## config.mk

```make
export PLATFORM = sky130hd
export DESIGN_NAME = core_run_bank_control
export DESIGN_NICKNAME = d
export VERILOG_FILES = /design/src/core_ctrl_pkg.sv /design/src/core_sequencer.sv /design/src/core_run_bank_control.sv
export SDC_FILE = /design/constraint.sdc
export NUM_CORES = 1
export LEC_CHECK = 0
export ABC_AREA = 1
export ABC_CLOCK_PERIOD_IN_PS = 2300
export BUFFER_PORTS_ARGS = -buffer_cell sky130_fd_sc_hd__buf_2
export CORE_UTILIZATION = 31
export CTS_BUF_LIST = sky130_fd_sc_hd__clkbuf_8
export DETAILED_ROUTE_END_ITERATION = 10
export GPL_ROUTABILITY_DRIVEN = 1
export HOLD_SLACK_MARGIN = 0.12
export PLACE_DENSITY = 0.69
export SLEW_MARGIN = 15
export SYNTH_ARGS = -nofsm -noshare
export SYNTH_HDL_FRONTEND = slang
export SYNTH_SLANG_ARGS = --single-unit
```

## constraint.sdc

```tcl
create_clock -name clk_sys -period 2.3 [get_ports clk_sys]
set_input_delay 0 -clock clk_sys [delete_from_list [all_inputs] [get_ports clk_sys]]
set_output_delay 0 -clock clk_sys [all_outputs]
set_load 0.02 [all_outputs]
```

## src/core_ctrl_pkg.sv

```systemverilog
package core_ctrl_pkg;

	// register map: printed offset 0x9 is not a multiple of four, so it is an index
	localparam logic [7:0]  CTRL_INDEX       = 8'h09;
	localparam logic [9:0]  CTRL_BYTE_ADDR   = 10'(CTRL_INDEX) << 2;
	localparam logic [9:0]  STATUS_BYTE_ADDR = 10'h030;
	localparam logic [7:0]  CTRL_RESET       = 8'h04;

	// control field positions
	localparam int CLR_HIST_BIT  = 7;
	localparam int BANK_MSB      = 6;
	localparam int BANK_LSB      = 5;
	localparam int RATE_MSB      = 2;
	localparam int RATE_LSB      = 1;
	localparam int RUN_BIT       = 0;
	localparam logic [7:0] CTRL_WMASK = 8'hE7;

	localparam logic [1:0] BANK_A    = 2'h0;
	localparam logic [1:0] BANK_B    = 2'h1;
	localparam logic [1:0] RATE_96K  = 2'h1;
	localparam logic [1:0] RATE_192K = 2'h2;

	// ahb encodings
	localparam logic [1:0] HTRANS_NONSEQ = 2'h2;
	localparam logic [2:0] HSIZE_WORD    = 3'h2;

	// settings handed to the core sequencer
	typedef struct packed {
		logic       run;
		logic [1:0] rate;
		logic       bank_b;
		logic       clr_hist;
	} core_cfg_s;

	typedef enum logic [1:0] {
		SEQ_IDLE,
		SEQ_RUN,
		SEQ_CLEAR
	} seq_state_e;

endpackage

```

## src/core_sequencer.sv

```systemverilog
`timescale 1ns/10ps
// holds the settings the core actually uses; run and bank change only at a program start, rate only while stopped
module core_sequencer #(
	parameter int CLEAR_CYCLES = 4
) (
	input  wire logic                   clk_sys,
	input  wire logic                   srst,
	input  wire core_ctrl_pkg::core_cfg_s req,
	input  wire logic                   prog_start,
	output logic                        running_r,
	output logic [1:0]                  rate_r,
	output logic                        bank_b_r,
	output logic                        clear_r
);
	localparam int CW = $clog2(CLEAR_CYCLES + 1);
	core_ctrl_pkg::seq_state_e state_r;
	core_ctrl_pkg::seq_state_e state_nxt;
	logic [CW-1:0] clr_cnt_r;
	wire bank_change = prog_start && (req.bank_b != bank_b_r);
	wire clr_done    = (clr_cnt_r == CW'(CLEAR_CYCLES - 1));

	// next state: run and bank changes wait for the program boundary
	always_comb begin
		state_nxt = state_r;
		case (state_r)
			core_ctrl_pkg::SEQ_IDLE:
				if (prog_start && req.run)
					state_nxt = core_ctrl_pkg::SEQ_RUN;
			core_ctrl_pkg::SEQ_RUN:
				if (prog_start && !req.run)
					state_nxt = core_ctrl_pkg::SEQ_IDLE;
				else if (bank_change && req.clr_hist)
					state_nxt = core_ctrl_pkg::SEQ_CLEAR;
			core_ctrl_pkg::SEQ_CLEAR:
				if (clr_done)
					state_nxt = core_ctrl_pkg::SEQ_RUN;
			default:
				state_nxt = core_ctrl_pkg::SEQ_IDLE;
		endcase
	end

	// state and applied settings
	always_ff @(posedge clk_sys) begin
		if (srst) begin
			state_r   <= core_ctrl_pkg::SEQ_IDLE;
			running_r <= 1'b0;
			rate_r    <= core_ctrl_pkg::CTRL_RESET[core_ctrl_pkg::RATE_MSB:core_ctrl_pkg::RATE_LSB];
			bank_b_r  <= 1'b0;
			clear_r   <= 1'b0;
			clr_cnt_r <= '0;
		end else begin
			state_r   <= state_nxt;
			if (prog_start)
				running_r <= req.run;
			if (!req.run && !running_r)
				rate_r <= req.rate;
			if (prog_start)
				bank_b_r <= req.bank_b;
			clear_r   <= (state_nxt == core_ctrl_pkg::SEQ_CLEAR);
			clr_cnt_r <= (state_r == core_ctrl_pkg::SEQ_CLEAR) ? clr_cnt_r + CW'(1) : '0;
		end
	end
endmodule // core_sequencer

```

## src/core_run_bank_control.sv

```systemverilog
// The AHB-Lite register port was decided locally.
`timescale 1ns/10ps
// Contract
// - bit 7 set: bank switch while running zeroes filter history
// - bits 6:5 pick bank A or B
// - bits 2:1 pick 96k or 192k rate
// - rate change applies only while stopped
// - bit 0 starts/stops core at program start
module core_run_bank_control #(
	parameter int CLEAR_CYCLES = 4
) (
	input  wire logic        clk_sys,
	input  wire logic        srst,
	input  wire logic        hsel,
	input  wire logic [9:0]  haddr,
	input  wire logic [1:0]  htrans,
	input  wire logic        hwrite,
	input  wire logic [2:0]  hsize,
	input  wire logic [31:0] hwdata,
	input  wire logic        hready,
	output logic [31:0]      hrdata,
	output logic             hreadyout,
	output logic             hresp,
	input  wire logic        prog_start,
	output logic             core_running,
	output logic [1:0]       core_rate,
	output logic             core_bank_b,
	output logic             core_clear
);
	// control register as software wrote it; bits 4:3 are held at zero
	logic [7:0]               ctrl_r;
	// last legal rate code asked for; reserved codes never reach the core
	logic [1:0]               rate_req_r;

	// address phase captured for the data phase that follows
	logic                     wr_pend_r;
	logic [9:0]               addr_r;

	// registered bus answer; this slave never stretches a transfer
	logic [31:0]              hrdata_r;
	logic                     hreadyout_r;
	logic                     hresp_r;

	// settings the core really uses, held in the sequencer
	logic                     running_r;
	logic [1:0]               rate_r;
	logic                     bank_b_r;
	logic                     clear_r;

	// settings software asks for, taken from the control register
	core_ctrl_pkg::core_cfg_s req;

	// address compare, shared by the write strobe and the read selects
	// one place to change if the map ever grows a second writable word
	function automatic logic addr_is(
		input logic [9:0] a,
		input logic [9:0] base
	);
		return (a == base);
	endfunction

	// bank decode: the reserved codes fall back to bank A
	// so a stray code never leaves the core without a bank
	function automatic logic bank_is_b(
		input logic [1:0] code
	);
		return (code == core_ctrl_pkg::BANK_B);
	endfunction

	// rate decode: only the two defined rates are legal
	// a reserved rate would leave the core with no valid sample clock
	function automatic logic rate_legal(
		input logic [1:0] code
	);
		return (code == core_ctrl_pkg::RATE_96K)
			|| (code == core_ctrl_pkg::RATE_192K);
	endfunction

	// address phase qualifiers; a transfer is taken only when all agree
	// hready low means another transfer still owns the bus
	wire sel_ok    = hsel && hready;
	wire nonseq_ok = (htrans == core_ctrl_pkg::HTRANS_NONSEQ);
	// other sizes are answered okay but dropped, so a byte write cannot half-set a field
	wire size_ok   = (hsize == core_ctrl_pkg::HSIZE_WORD);
	wire take      = sel_ok && nonseq_ok && size_ok;
	// direction split of the taken transfer
	wire wr_take   = take && hwrite;
	wire rd_take   = take && !hwrite;

	// data phase write strobe for the control register
	wire wr_ctrl   = wr_pend_r && addr_is(addr_r, core_ctrl_pkg::CTRL_BYTE_ADDR);

	// address phase read selects
	wire rd_ctrl   = addr_is(haddr, core_ctrl_pkg::CTRL_BYTE_ADDR);
	wire rd_status = addr_is(haddr, core_ctrl_pkg::STATUS_BYTE_ADDR);

	// unused bits masked
	// masking on the way in keeps bits 4:3 zero for every later read
	wire [7:0] wr_byte  = hwdata[7:0];
	wire [7:0] ctrl_nxt = wr_byte & core_ctrl_pkg::CTRL_WMASK;

	// reserved rates dropped
	// a write with a reserved rate keeps the last legal request
	wire [1:0] wr_rate   = ctrl_nxt[core_ctrl_pkg::RATE_MSB:core_ctrl_pkg::RATE_LSB];
	// the rest of the byte still lands; only the rate request is held back
	wire       rate_take = wr_ctrl && rate_legal(wr_rate);

	// a read right behind a write to the same register sees the new byte
	// without this a back-to-back read would return the stale value
	wire [7:0] ctrl_view = wr_ctrl ? ctrl_nxt : ctrl_r;

	// fields steer the sequencer
	// run and bank only take hold at the next program start
	// run request
	assign req.run      = ctrl_r[core_ctrl_pkg::RUN_BIT];
	assign req.rate     = rate_req_r;
	assign req.bank_b   = bank_is_b(ctrl_r[core_ctrl_pkg::BANK_MSB:core_ctrl_pkg::BANK_LSB]);
	assign req.clr_hist = ctrl_r[core_ctrl_pkg::CLR_HIST_BIT];

	// read words; status shows what the core runs with, which may lag the control byte
	wire [31:0] ctrl_word   = {24'h000000, ctrl_view};
	wire [31:0] status_word = {27'h0000000, clear_r, bank_b_r, rate_r, running_r};

	// read mux; unmapped addresses read zero with an okay answer
	// so software probing the map never sees an error
	wire [31:0] rd_val =
		rd_ctrl   ? ctrl_word :
		rd_status ? status_word :
		32'h00000000;

	// address phase capture; held while another slave stretches the bus
	// a write only counts once its address phase has really been accepted
	always_ff @(posedge clk_sys) begin
		if (srst) begin
			wr_pend_r <= 1'b0;
			addr_r    <= '0;
		end else if (hready) begin
			wr_pend_r <= wr_take;
			addr_r    <= haddr;
		end
	end

	// control register; the write lands at the end of the data phase
	// hwdata is only valid in the data phase, never in the address phase
	always_ff @(posedge clk_sys) begin
		if (srst) begin
			ctrl_r <= core_ctrl_pkg::CTRL_RESET;
		end else if (wr_ctrl) begin
			ctrl_r <= ctrl_nxt;
		end
	end

	// legal rate request
	// kept apart from the control byte so the readback shows what was written
	always_ff @(posedge clk_sys) begin
		if (srst) begin
			rate_req_r <= core_ctrl_pkg::CTRL_RESET[core_ctrl_pkg::RATE_MSB:core_ctrl_pkg::RATE_LSB];
		end else if (rate_take) begin
			rate_req_r <= wr_rate;
		end
	end

	// read data is launched at the address phase edge
	// it stands through the data phase and until the next read
	always_ff @(posedge clk_sys) begin
		if (srst) begin
			hrdata_r <= '0;
		end else if (rd_take) begin
			hrdata_r <= rd_val;
		end
	end

	// zero-wait slave: always ready, always okay
	// flopped so that every output leaves a register
	always_ff @(posedge clk_sys) begin
		if (srst) begin
			hreadyout_r <= 1'b1;
			hresp_r     <= 1'b0;
		end else begin
			hreadyout_r <= 1'b1;
			hresp_r     <= 1'b0;
		end
	end

	// boundary sequencing
	// the sequencer keeps run, bank and wipe on program boundaries
	core_sequencer #(
		.CLEAR_CYCLES(CLEAR_CYCLES)
	) u_seq (
		.clk_sys   (clk_sys),
		.srst      (srst),
		.req       (req),
		.prog_start(prog_start),
		.running_r (running_r),
		.rate_r    (rate_r),
		.bank_b_r  (bank_b_r),
		.clear_r   (clear_r)
	);

	// bus answer straight from its flops
	assign hrdata       = hrdata_r;
	assign hreadyout    = hreadyout_r;
	assign hresp        = hresp_r;

	// core settings straight from the sequencer flops
	assign core_running = running_r;
	assign core_rate    = rate_r;
	assign core_bank_b  = bank_b_r;
	assign core_clear   = clear_r;
endmodule // core_run_bank_control

```

**After elaboration in Yosys (flattened, before gate mapping)**

Index checks and enable logic that the tools add are counted.

- Register bits: 63
- Input bits: 53
- Output and inout bits: 39
- Word-level logic and storage cells: 52

- Add/subtract/negate cells: 1
- Equality and inequality tests: 13
- Muxes and demuxes: 8
- Bitwise logic cells: 1
- Reductions and logical operators: 18

Operator list:

| cell | count |
|---|---|
| $eq A10 B6 Y1 const B | 3 |
| $mux W8 | 2 |
| $logic_and A1 B1 Y1 | 12 |
| $eq A2 B2 Y1 const B | 4 |
| $mux W2 | 4 |
| $eq A2 B1 Y1 const B | 3 |
| $eq A3 B2 Y1 const B | 2 |
| $pmux W2 S3 | 1 |
| $mux W5 | 1 |
| $add A3 B1 Y3 const B | 1 |
| $logic_not A1 Y1 | 3 |
| $logic_not A2 Y1 | 1 |
| $reduce_or A2 Y1 | 1 |
| $logic_or A1 B1 Y1 | 1 |
| $ne A1 B1 Y1 | 1 |
| $not A1 Y1 | 1 |

**Depth between registers and ports, before layout**

Gate-level depths: netlist of run 1.

- Word-level depth: 8
- Mapped depth: 10
- Depth with buffers taken out: 10

**Hierarchy**

A second synthesis of run 1 with hierarchy kept.

- Cell total of the unflattened synthesis: 268
- Area total of the unflattened synthesis: 1,949.4 µm²

Modules (own cells, without submodules):

| module | instances | cells each | area each (µm²) | seq. area each (µm²) |
|---|---|---|---|---|
| core_run_bank_control | 1 | 212 | 1,532.7 | 580.6 |
| core_sequencer | 1 | 56 | 416.6 | 200.2 |

**Worst setup path before layout of run 1**

No wires, ideal clock.

- Path kind: reg2reg
- Start point: register wr_pend_r (netlist name)
- End point: register hrdata_r[3], in the netlist hrdata[3]
- Setup time: 0.109 ns
- Data arrival time: 0.993 ns
- Required time: 2.191 ns
- Setup slack: 1.198 ns
- Cell stages (with the launch flop): 10
- Buffers on the path: 0
- Clock period less this slack: 1.102 ns
- Path through: dfxtp_1 > nand2_1 > nor2_4 > nand3_2 > nand2_1 > inv_1 > nand2_1 > nand3_1 > nand2_1 > inv_1

RTL lines:

| what | line | text |
|---|---|---|
| to (signal assigned) | core_run_bank_control.sv:169 | `hrdata_r <= rd_val;` |
| to (decl) | core_run_bank_control.sv:40 | `logic [31:0] hrdata_r;` |

**Worst setup path in the final report of run 1**

- Start point: register addr_r[3]
- End point: register rate_req_r[0]

- Cells in the longest elaborated chain, start to end: 3

Ends and longest elaborated chain:

| what | line | text |
|---|---|---|
| from (decl) | core_run_bank_control.sv:37 | `logic [9:0] addr_r;` |
| from (signal assigned) | core_run_bank_control.sv:139 | `addr_r <= haddr;` |
| $eq A10 B6 Y1 | core_run_bank_control.sv:59 | `return (a == base);` |
| $logic_and A1 B1 Y1 | core_run_bank_control.sv:91 | `wire wr_ctrl = wr_pend_r && addr_is(addr_r, core_ctrl_pkg::CTRL_BYTE_ADDR);` |
| $logic_and A1 B1 Y1 | core_run_bank_control.sv:106 | `wire rate_take = wr_ctrl && rate_legal(wr_rate);` |
| to (signal assigned) | core_run_bank_control.sv:157 | `rate_req_r <= core_ctrl_pkg::CTRL_RESET[core_ctrl_pkg::RATE_MSB:core_ctrl_pkg::RATE_LSB];` |
| to (signal assigned) | core_run_bank_control.sv:159 | `rate_req_r <= wr_rate;` |
| to (decl) | core_run_bank_control.sv:33 | `logic [1:0] rate_req_r;` |

Every way passes these cells.
A chain may end at the register's enable or synchronous reset.

==> results.ini, run 1 <==
[run_status]
status = finished clean

[pwr]
switching_share = 0.266
internal_power_mw = 0.955
p_leak_nw = 1.25
p_switching_mw = 0.346
cellPowerDensity_nw_per_um2 = 525
seqPwrFrac = 0.537
p_clk_frac = 0.334
peakVddDrop_uv = 379
combPwrFrac = 0.130

[floorplan]
row_count = 28
die_x_um = 81.0
io_pins = 92
core_um2 = 5960
die_area_um2 = 6560
initial_utilization = 0.325
chipHeight_um = 81.0

[route]
drcViolationCount = 0
wl_met3_um = 264
drt_iter0_drc = 71
dr_wl_met2_um = 1820
detail-route-antenna-nets = 0
viasPerCell = 4.22
vias = 1718
dr.pass1.iters = 5
postRouteWirelength_um = 4100
wl_per_cell_um = 10.1
m1WireLength_um = 1900
top_layer_used = met4

[clocking]
clockBufferDepth = 2
numCtsBuffers = 5
h-tree-depth = 2
cts_tree = done
cts.clk_slew.worst_paths_ns = 0.07
numClockSinks = 39
clockRootBuffer = clkbuf_8
clk_latency_ns = 0.30

[final_layout]
nNetsFinal = 386
multiInputGateArea_um2 = 900
drive_gt1_frac = 0.211
syn_to_final_growth_pct = 28.0
regArea_um2 = 781
antenna_cells = 0
n_fill_cell = 609

[synthesis]
synth_xor_area_frac = 0.00452
synthSimpleGateAreaFrac = 0.292
synth_edf_count = 0
postSynthCellCount = 261
synthAdderAreaFrac = 0.0129
ys_seq_area_frac = 0.403
synth_compound_area_frac = 0.105
yosys_warnings = 0
yosys-mux-area-fraction = 0
async_reset_ff_frac = 0
synth.cell_area_um2 = 1940
yosys_most_used_dff = dfxtp_1
syn_avg_cell_area_um2 = 7.42
synth_top_family_by_area = simple AND/OR/NAND/NOR gates
synth-seq-cells = 39
ys_types = 29

[grt]
grt_pass1_wl_um = 6870
grt_pass1_vias = 1589
grt_max_degree = 27
grt_antenna_before_repair = 0
overflow = 0
grt.total_usage = 0.141

[timing]
fin_tns_setup_ns = 0
period_share = 0.938
timing.final.ws_setup_ns = 0.143
period_needed_ns = 2.16
tightest_slew_ns = 0.718
drv_slew = 0
setup_viol = 0
fmax_mhz = 464
max_slew_margin = 0.521
rsz0062_at_grt = no
finalHoldViolCount = 0
fin_skew_ns = 0.00684
hold_ws_ns = 0.194

[place]
gp_congestion = 0.838
dpl_worst_slack_ns = 0.966
dp_hpwl_um = 2850
portBuffers = 39

[setup_path]
cpPeakStageDelay_ns = 0.55
r2r_slack_ns = 0.14
critical_path_class = reg -> reg
critPathBufInv = 3
setup.worst_path.end_class = flip-flop
crit_arrival_ns = 2.40
path_cells = inv_2 -> nand2_1 -> nor2_4 -> nand2_4 -> nor2_8 -> nand3_1 -> dlygate4sd3_1 -> a21oi_1 -> dlygate4sd3_1
cp_max_fo = 4
critPathLaunchType = flip-flop
worst_ep_required_time_ns = 2.55
crit_family = buffers and inverters
path_common_cell = dlygate4sd3_1
cp_slowest_cell = dlygate4sd3_1

[job]
maxCapViolations = 0

[hold_path]
hp-class = in -> reg

flip-flops by register name (all words and copies together), names as in the netlist:
signal           cells
u_seq.state_r        2
u_seq.clr_cnt_r      3
rate_req_r           2
wr_pend_r            1
hrdata               8
u_seq.rate_r         2
u_seq.running_r      1
u_seq.bank_b_r       1
addr_r              10
ctrl_r               8
u_seq.clear_r        1
power groups by stage:
stage	Clock (mW)	Sequential, mW	Combinational, mW
2_1_floorplan	0	0.715	0.129
3_3_place_gp	0	0.713	0.138
3_5_place_dp	0	0.714	0.140
4_1_cts	0.452	0.698	0.168
5_1_grt	0.486	0.699	0.190
6_report	0.434	0.698	0.168
worst paths after layout:
path | startpoint | endpoint | depth (start not counted)
setup / recovery | addr_r[3] | rate_req_r[0] | 9
hold / removal | hsize[0] | hrdata[6] | 5
setup reg to reg | addr_r[3] | rate_req_r[0] | 9
hold reg to reg | u_seq.clr_cnt_r[0] | u_seq.clr_cnt_r[0] | 1
synth_stat cells, types with 5 or more instances:
master | count | area [µm²]
nand3_1 | 15 | 75.1
o21ai_0 | 16 | 80.1
a21oi_1 | 17 | 85.1
buf_4 | 27 | 203
nand2_1 | 56 | 210
inv_2 | 5 | 18.8
inv_1 | 28 | 105
dfxtp_1 | 39 | 781
nor2_1 | 24 | 90.1
cell type report:
cell class              instances  area share
clock buffers                   5      0.0278
clock inverters                 3     0.00505
inverters                      35      0.0530
multi-input cells             181       0.363
flip-flops and latches         39       0.315
well taps                      75      0.0379
repair buffers                 69       0.198
worst register-to-register path: cells and delay by family (launching register included):
| family | cells | cell delay, ns |
|---|---|---|
| and+or+nand+nor | 5 | 0.51 |
| AOI/OAI and AO/OA | 1 | 0.14 |
| DFF | 1 | 0.31 |
| buffers and inverters | 3 | 1.15 |
repair_timing:
action | in CTS | in global routing
gates resized for setup | 0 | 0
hold buffers | 28 | 0
endpoints found under the setup margin | 0 | 1
buffers inserted | 0 | 2
endpoints found under the hold margin | 31 | 0
placed cells by master, fill, tap and decap left out, drive strengths merged, types with 17 or more instances in the layout:
cell type / instances
nand2: 60
buf: 41
dfxtp: 39
inv: 35
nor2: 31
dlygate4sd3: 28
conb: 26
a21oi: 20
nand3: 18
o21ai: 17
kinds of logic after synthesis:
kind of cell             count (synthesis)
buffers and inverters                   65
AO/OA/AOI/OAI                           38
other                                    2
AND/OR/NAND/NOR                        114
adder cells (fa/ha/maj)                  2
flip-flops                              39
XOR/XNOR                                 1
layer usage:
layer / vias up / global-route usage
met5: - / 0
met4: 0 / 0.0768
met3: 9 / 0.0382
met2: 57 / 0.232
met1: 748 / 0.166
li1: 904 / -
metrics by stage:
step	utilization	power, mW	cells	area (µm²)
finish	0.416	1.30	407	2480
CTS	0.413	1.32	405	2460
global placement	0.353	0.851	369	2100
floorplan	-	0.845	285	2030
detailed placement	0.353	0.854	369	2100
global route	0.416	1.38	407	2480
No activity file was read; power rests on OpenSTA's default activity.
==> run 2, diff against run 1 <==
--- a/config.mk
+++ b/config.mk
@@ -7,7 +7,8 @@
 export LEC_CHECK = 0
 export ABC_AREA = 1
 export ABC_CLOCK_PERIOD_IN_PS = 2300
-export BUFFER_PORTS_ARGS = -buffer_cell sky130_fd_sc_hd__buf_2
+export BUFFER_PORTS_ARGS = -buffer_cell sky130_fd_sc_hd__buf_4
+export CORE_MARGIN = 5
 export CORE_UTILIZATION = 31
 export CTS_BUF_LIST = sky130_fd_sc_hd__clkbuf_8
 export DETAILED_ROUTE_END_ITERATION = 10
==> results.ini, run 2 (synthesis results as in run 1) <==
[grt]
overflow = 0
grt_antenna_before_repair = 0
grt_max_degree = 27
grt.total_usage = 0.113
grt_pass1_vias = 1587
grt_pass1_wl_um = 6930

[timing]
fin_skew_ns = 0.00659
tightest_slew_ns = 0.737
period_needed_ns = 1.95
finalHoldViolCount = 0
drv_slew = 0
period_share = 0.850
max_slew_margin = 0.508
hold_ws_ns = 0.194
timing.final.ws_setup_ns = 0.345
fin_tns_setup_ns = 0
fmax_mhz = 512
setup_viol = 0
rsz0062_at_grt = no

[place]
gp_congestion = 0.789
place_inst = 369
dp_hpwl_um = 3150
place_area_um2 = 2200
dpl_worst_slack_ns = 1.01
portBuffers = 39

[clocking]
clockRootBuffer = clkbuf_8
cts.clk_slew.worst_paths_ns = 0.07
numCtsBuffers = 5
numClockSinks = 39
cts_tree = done
clk_latency_ns = 0.29
clockBufferDepth = 2
h-tree-depth = 2

[floorplan]
initial_utilization = 0.323
die_area_um2 = 7920
io_pins = 92
die_x_um = 89.0
row_count = 28
chipHeight_um = 89.0
core_um2 = 5990

[setup_path]
r2r_slack_ns = 0.38
startpoint = srst
r2r_start = addr_r[1]
reg2reg_depth = 10
critical_path_class = in -> reg
crit_arrival_ns = 2.19
setup.worst_path.end_class = flip-flop
worst_ep_required_time_ns = 2.54
critPathLaunchType = primary input
cp_max_fo = 26
rr_endpoint = hrdata[7]
worstSetupEndpoint = addr_r[2]

[route]
dr.pass1.iters = 4
vias = 1710
viasPerCell = 4.22
detail-route-antenna-nets = 0
postRouteWirelength_um = 4490
drt_iter0_drc = 69
drcViolationCount = 0
wl_per_cell_um = 11.1

[pwr]
switching_share = 0.260
combPwrFrac = 0.133
p_total_mw = 1.40
p_leak_nw = 1.26
seqPwrFrac = 0.498
internal_power_mw = 1.04
peakVddDrop_uv = 358
cellPowerDensity_nw_per_um2 = 544
p_clk_frac = 0.369
p_switching_mw = 0.364

[final_layout]
antenna_cells = 0
nNetsFinal = 384
final_cell_mix = nand2_1 (56), buf_4 (42), dfxtp_1 (39), inv_1 (28), conb_1 (26)
largest_register_ffs = 10
syn_to_final_growth_pct = 33.2
drive_gt1_frac = 0.224
fin_util = 0.430
top_register = addr_r
finalNonFillerCells = 405
mostFrequentLayoutCell = nand2_1
design_area_um2 = 2580

[hold_path]
worstHoldStart = hsize[0]
hp-class = in -> reg

[job]
maxCapViolations = 0

[run_status]
status = finished clean

-- run 2: critical path, stage by stage --
cell           delay (ns)
dlygate4sd3_1        0.53
buf_4                0.20
inv_1                0.56
o21ai_0              0.21
nor2_1               0.13
dlygate4sd3_1        0.55
-- run 2: final cells by class --
type | instances | area [µm²]
clock buffers | 7 | 96.3
well taps | 75 | 93.8
clock inverters | 1 | 7.51
repair buffers | 67 | 566
multi-input cells | 181 | 903
fillers | 611 | 3410
inverters | 35 | 131
flip-flops and latches | 39 | 781
-- run 2: how the worst min path moves through the flow --
stage / to / cells after the start / slack [ns]
2_1_floorplan: ctrl_r[5] / 1 / 0.07
4_1_cts: hrdata[5] / 5 / 0.19
3_3_place_gp: u_seq.bank_b_r / 2 / 0.21
6_report: hrdata[6] / 5 / 0.19
5_1_grt: hrdata[7] / 5 / 0.21
3_5_place_dp: u_seq.bank_b_r / 2 / 0.21
-- run 2: per-layer routing --
layer	GRT usage	vias up	part of all wire
met2	0.192	57	0.46
met5	0	-	0
met1	0.135	747	0.44
met3	0.0369	10	0.080
li1	-	896	-
met4	0.0365	0	0.017
-- run 2: power by group through the flow --
stage | Sequential (mW) | Combinational [mW] | Clock [mW]
after floorplan | 0.715 | 0.129 | 0
after global placement | 0.713 | 0.152 | 0
after detailed placement | 0.714 | 0.153 | 0
after CTS | 0.698 | 0.183 | 0.532
after global routing | 0.700 | 0.204 | 0.566
final | 0.698 | 0.186 | 0.518
-- run 2: repair_timing --
action                                  4_1_cts  5_1_grt
hold endpoints to repair                     33        0
endpoints found under the setup margin        0        1
buffers inserted                              0        3
resized for setup                             0        1
hold buffers                                 26        0
==> run 3, diff against run 2 <==
--- a/config.mk
+++ b/config.mk
@@ -6,7 +6,7 @@
 export NUM_CORES = 1
 export LEC_CHECK = 0
 export ABC_AREA = 1
-export ABC_CLOCK_PERIOD_IN_PS = 2300
+export ABC_CLOCK_PERIOD_IN_PS = 1900
 export BUFFER_PORTS_ARGS = -buffer_cell sky130_fd_sc_hd__buf_4
 export CORE_MARGIN = 5
 export CORE_UTILIZATION = 31
==> constraint.sdc (replaced) <==
create_clock -name clk_sys -period 1.9 [get_ports clk_sys]
set_input_delay 0 -clock clk_sys [delete_from_list [all_inputs] [get_ports clk_sys]]
set_output_delay 0 -clock clk_sys [all_outputs]
set_load 0.02 [all_outputs]
==> results.ini, run 3 (synthesis results as in run 1) <==
[pwr]
p_total_mw = 1.79
switching_share = 0.242
cellPowerDensity_nw_per_um2 = 690
seqPwrFrac = 0.473
combPwrFrac = 0.128
peakVddDrop_uv = 341
internal_power_mw = 1.35
p_clk_frac = 0.399
p_leak_nw = 1.26
p_switching_mw = 0.433

[final_layout]
drive_gt1_frac = 0.216
design_area_um2 = 2590
largest_register_ffs = 10
nNetsFinal = 382
antenna_cells = 0
final_cell_mix = nand2_1 (56), buf_4 (40), dfxtp_1 (39), inv_1 (28), conb_1 (26)
mostFrequentLayoutCell = nand2_1
finalNonFillerCells = 403
fin_util = 0.432
n_fill_cell = 621
syn_to_final_growth_pct = 33.6
top_register = addr_r

[floorplan]
die_x_um = 89.0
core_um2 = 5990
chipHeight_um = 89.0
initial_utilization = 0.323
die_area_um2 = 7920
row_count = 28
io_pins = 92

[grt]
grt_pass1_vias = 1664
grt_max_degree = 20
grt_antenna_before_repair = 0
grt.total_usage = 0.118
grt_pass1_wl_um = 7220
overflow = 0

[timing]
fin_tns_setup_ns = 0
drv_slew = 0
finalHoldViolCount = 0
period_share = 0.921
rsz0062_at_grt = no
fmax_mhz = 571
fin_skew_ns = 0.00540
period_needed_ns = 1.75
hold_ws_ns = 0.191
timing.final.ws_setup_ns = 0.149
setup_viol = 0

[setup_path]
r2r_start = addr_r[3]
reg2reg_depth = 10
setup.worst_path.end_class = flip-flop
rr_endpoint = hrdata[5]
r2r_slack_ns = 0.15
critPathLaunchType = flip-flop
worst_ep_required_time_ns = 2.14
crit_arrival_ns = 1.99
startpoint = addr_r[3]
critical_path_class = reg -> reg
worstSetupEndpoint = hrdata[5]
cp_max_fo = 8

[run_status]
status = finished clean

[route]
detail-route-antenna-nets = 0
viasPerCell = 4.28
dr.pass1.iters = 4
drt_iter0_drc = 63
vias = 1726
drcViolationCount = 0
postRouteWirelength_um = 4470
wl_per_cell_um = 11.1

[clocking]
clockBufferDepth = 2
h-tree-depth = 2
numCtsBuffers = 5
cts.clk_slew.worst_paths_ns = 0.08
cts_tree = done
numClockSinks = 39
clockRootBuffer = clkbuf_8
clk_latency_ns = 0.29

[place]
portBuffers = 39
dpl_worst_slack_ns = 0.624
dp_hpwl_um = 3180
place_area_um2 = 2210
place_inst = 370
gp_congestion = 0.782

[job]
maxCapViolations = 0

[hold_path]
hp-class = in -> reg

[run 3: changes by cell type in the layout (fill, tap and decap cells not counted), sizes merged]
cell / previous run / this run
clkbuf: 7 / 6
clkinv: 2 / 3
bufinv: 0 / 1
clkinvlp: 1 / 0
buf: 42 / 40
[run 3: metal layers]
layer | vias up | wire length (µm) | GRT usage
met1 | 768 | 1860 | 0.143
met5 | - | 0 | 0
met3 | 7 | 396 | 0.0332
met2 | 61 | 2160 | 0.198
met4 | 0 | 49 | 0.0460
li1 | 890 | - | -
[run 3: area by class of cell]
type | instances | area (µm²) | area share
Clock buffer | 6 | 82.6 | 0.0319
Sequential cell | 39 | 781 | 0.302
Multi-Input combinational cell | 181 | 912 | 0.353
Timing Repair Buffer | 65 | 551 | 0.213
Tap cell | 75 | 93.8 | 0.0363
Clock inverter | 2 | 35.0 | 0.0135
Inverter | 35 | 131 | 0.0508
[run 3: repair_timing]
action,CTS,global route
hold buffers,25,0
setup endpoints to repair,0,1
endpoints found under the hold margin,33,0
setup buffers,0,0
resized for setup,0,2
[run 3: critical path, cell delays in order (launching register included)]
cell and delay [ns]:
dfxtp_1 0.31, inv_2 0.05, nand2_1 0.07, nor2_4 0.17, nand2_4 0.08, nor2_8 0.15, nand2_2 0.06, a21oi_2 0.11
dlygate4sd3_1 0.57, nand2_1 0.05, nand2_1 0.06
[run 3: how the worst min path moves through the flow]
stage | start | endpoint | slack (ns) | cells past startpoint
2_1_floorplan | srst | ctrl_r[5] | 0.07 | 1
4_1_cts | hsize[0] | hrdata[5] | 0.18 | 5
3_3_place_gp | prog_start | u_seq.bank_b_r | 0.20 | 2
3_5_place_dp | prog_start | u_seq.bank_b_r | 0.21 | 2
6_report | hsize[0] | hrdata[7] | 0.19 | 5
5_1_grt | hsize[0] | hrdata[7] | 0.21 | 5
[run 3: power by group through the flow]
| stage | registers [mW] | logic (mW) | clock network (mW) |
|---|---|---|---|
| finish | 0.845 | 0.229 | 0.712 |
| global route | 0.847 | 0.254 | 0.778 |
| global placement | 0.863 | 0.186 | 0 |
| detailed placement | 0.864 | 0.188 | 0 |
| CTS | 0.845 | 0.224 | 0.734 |
| floorplan | 0.866 | 0.156 | 0 |
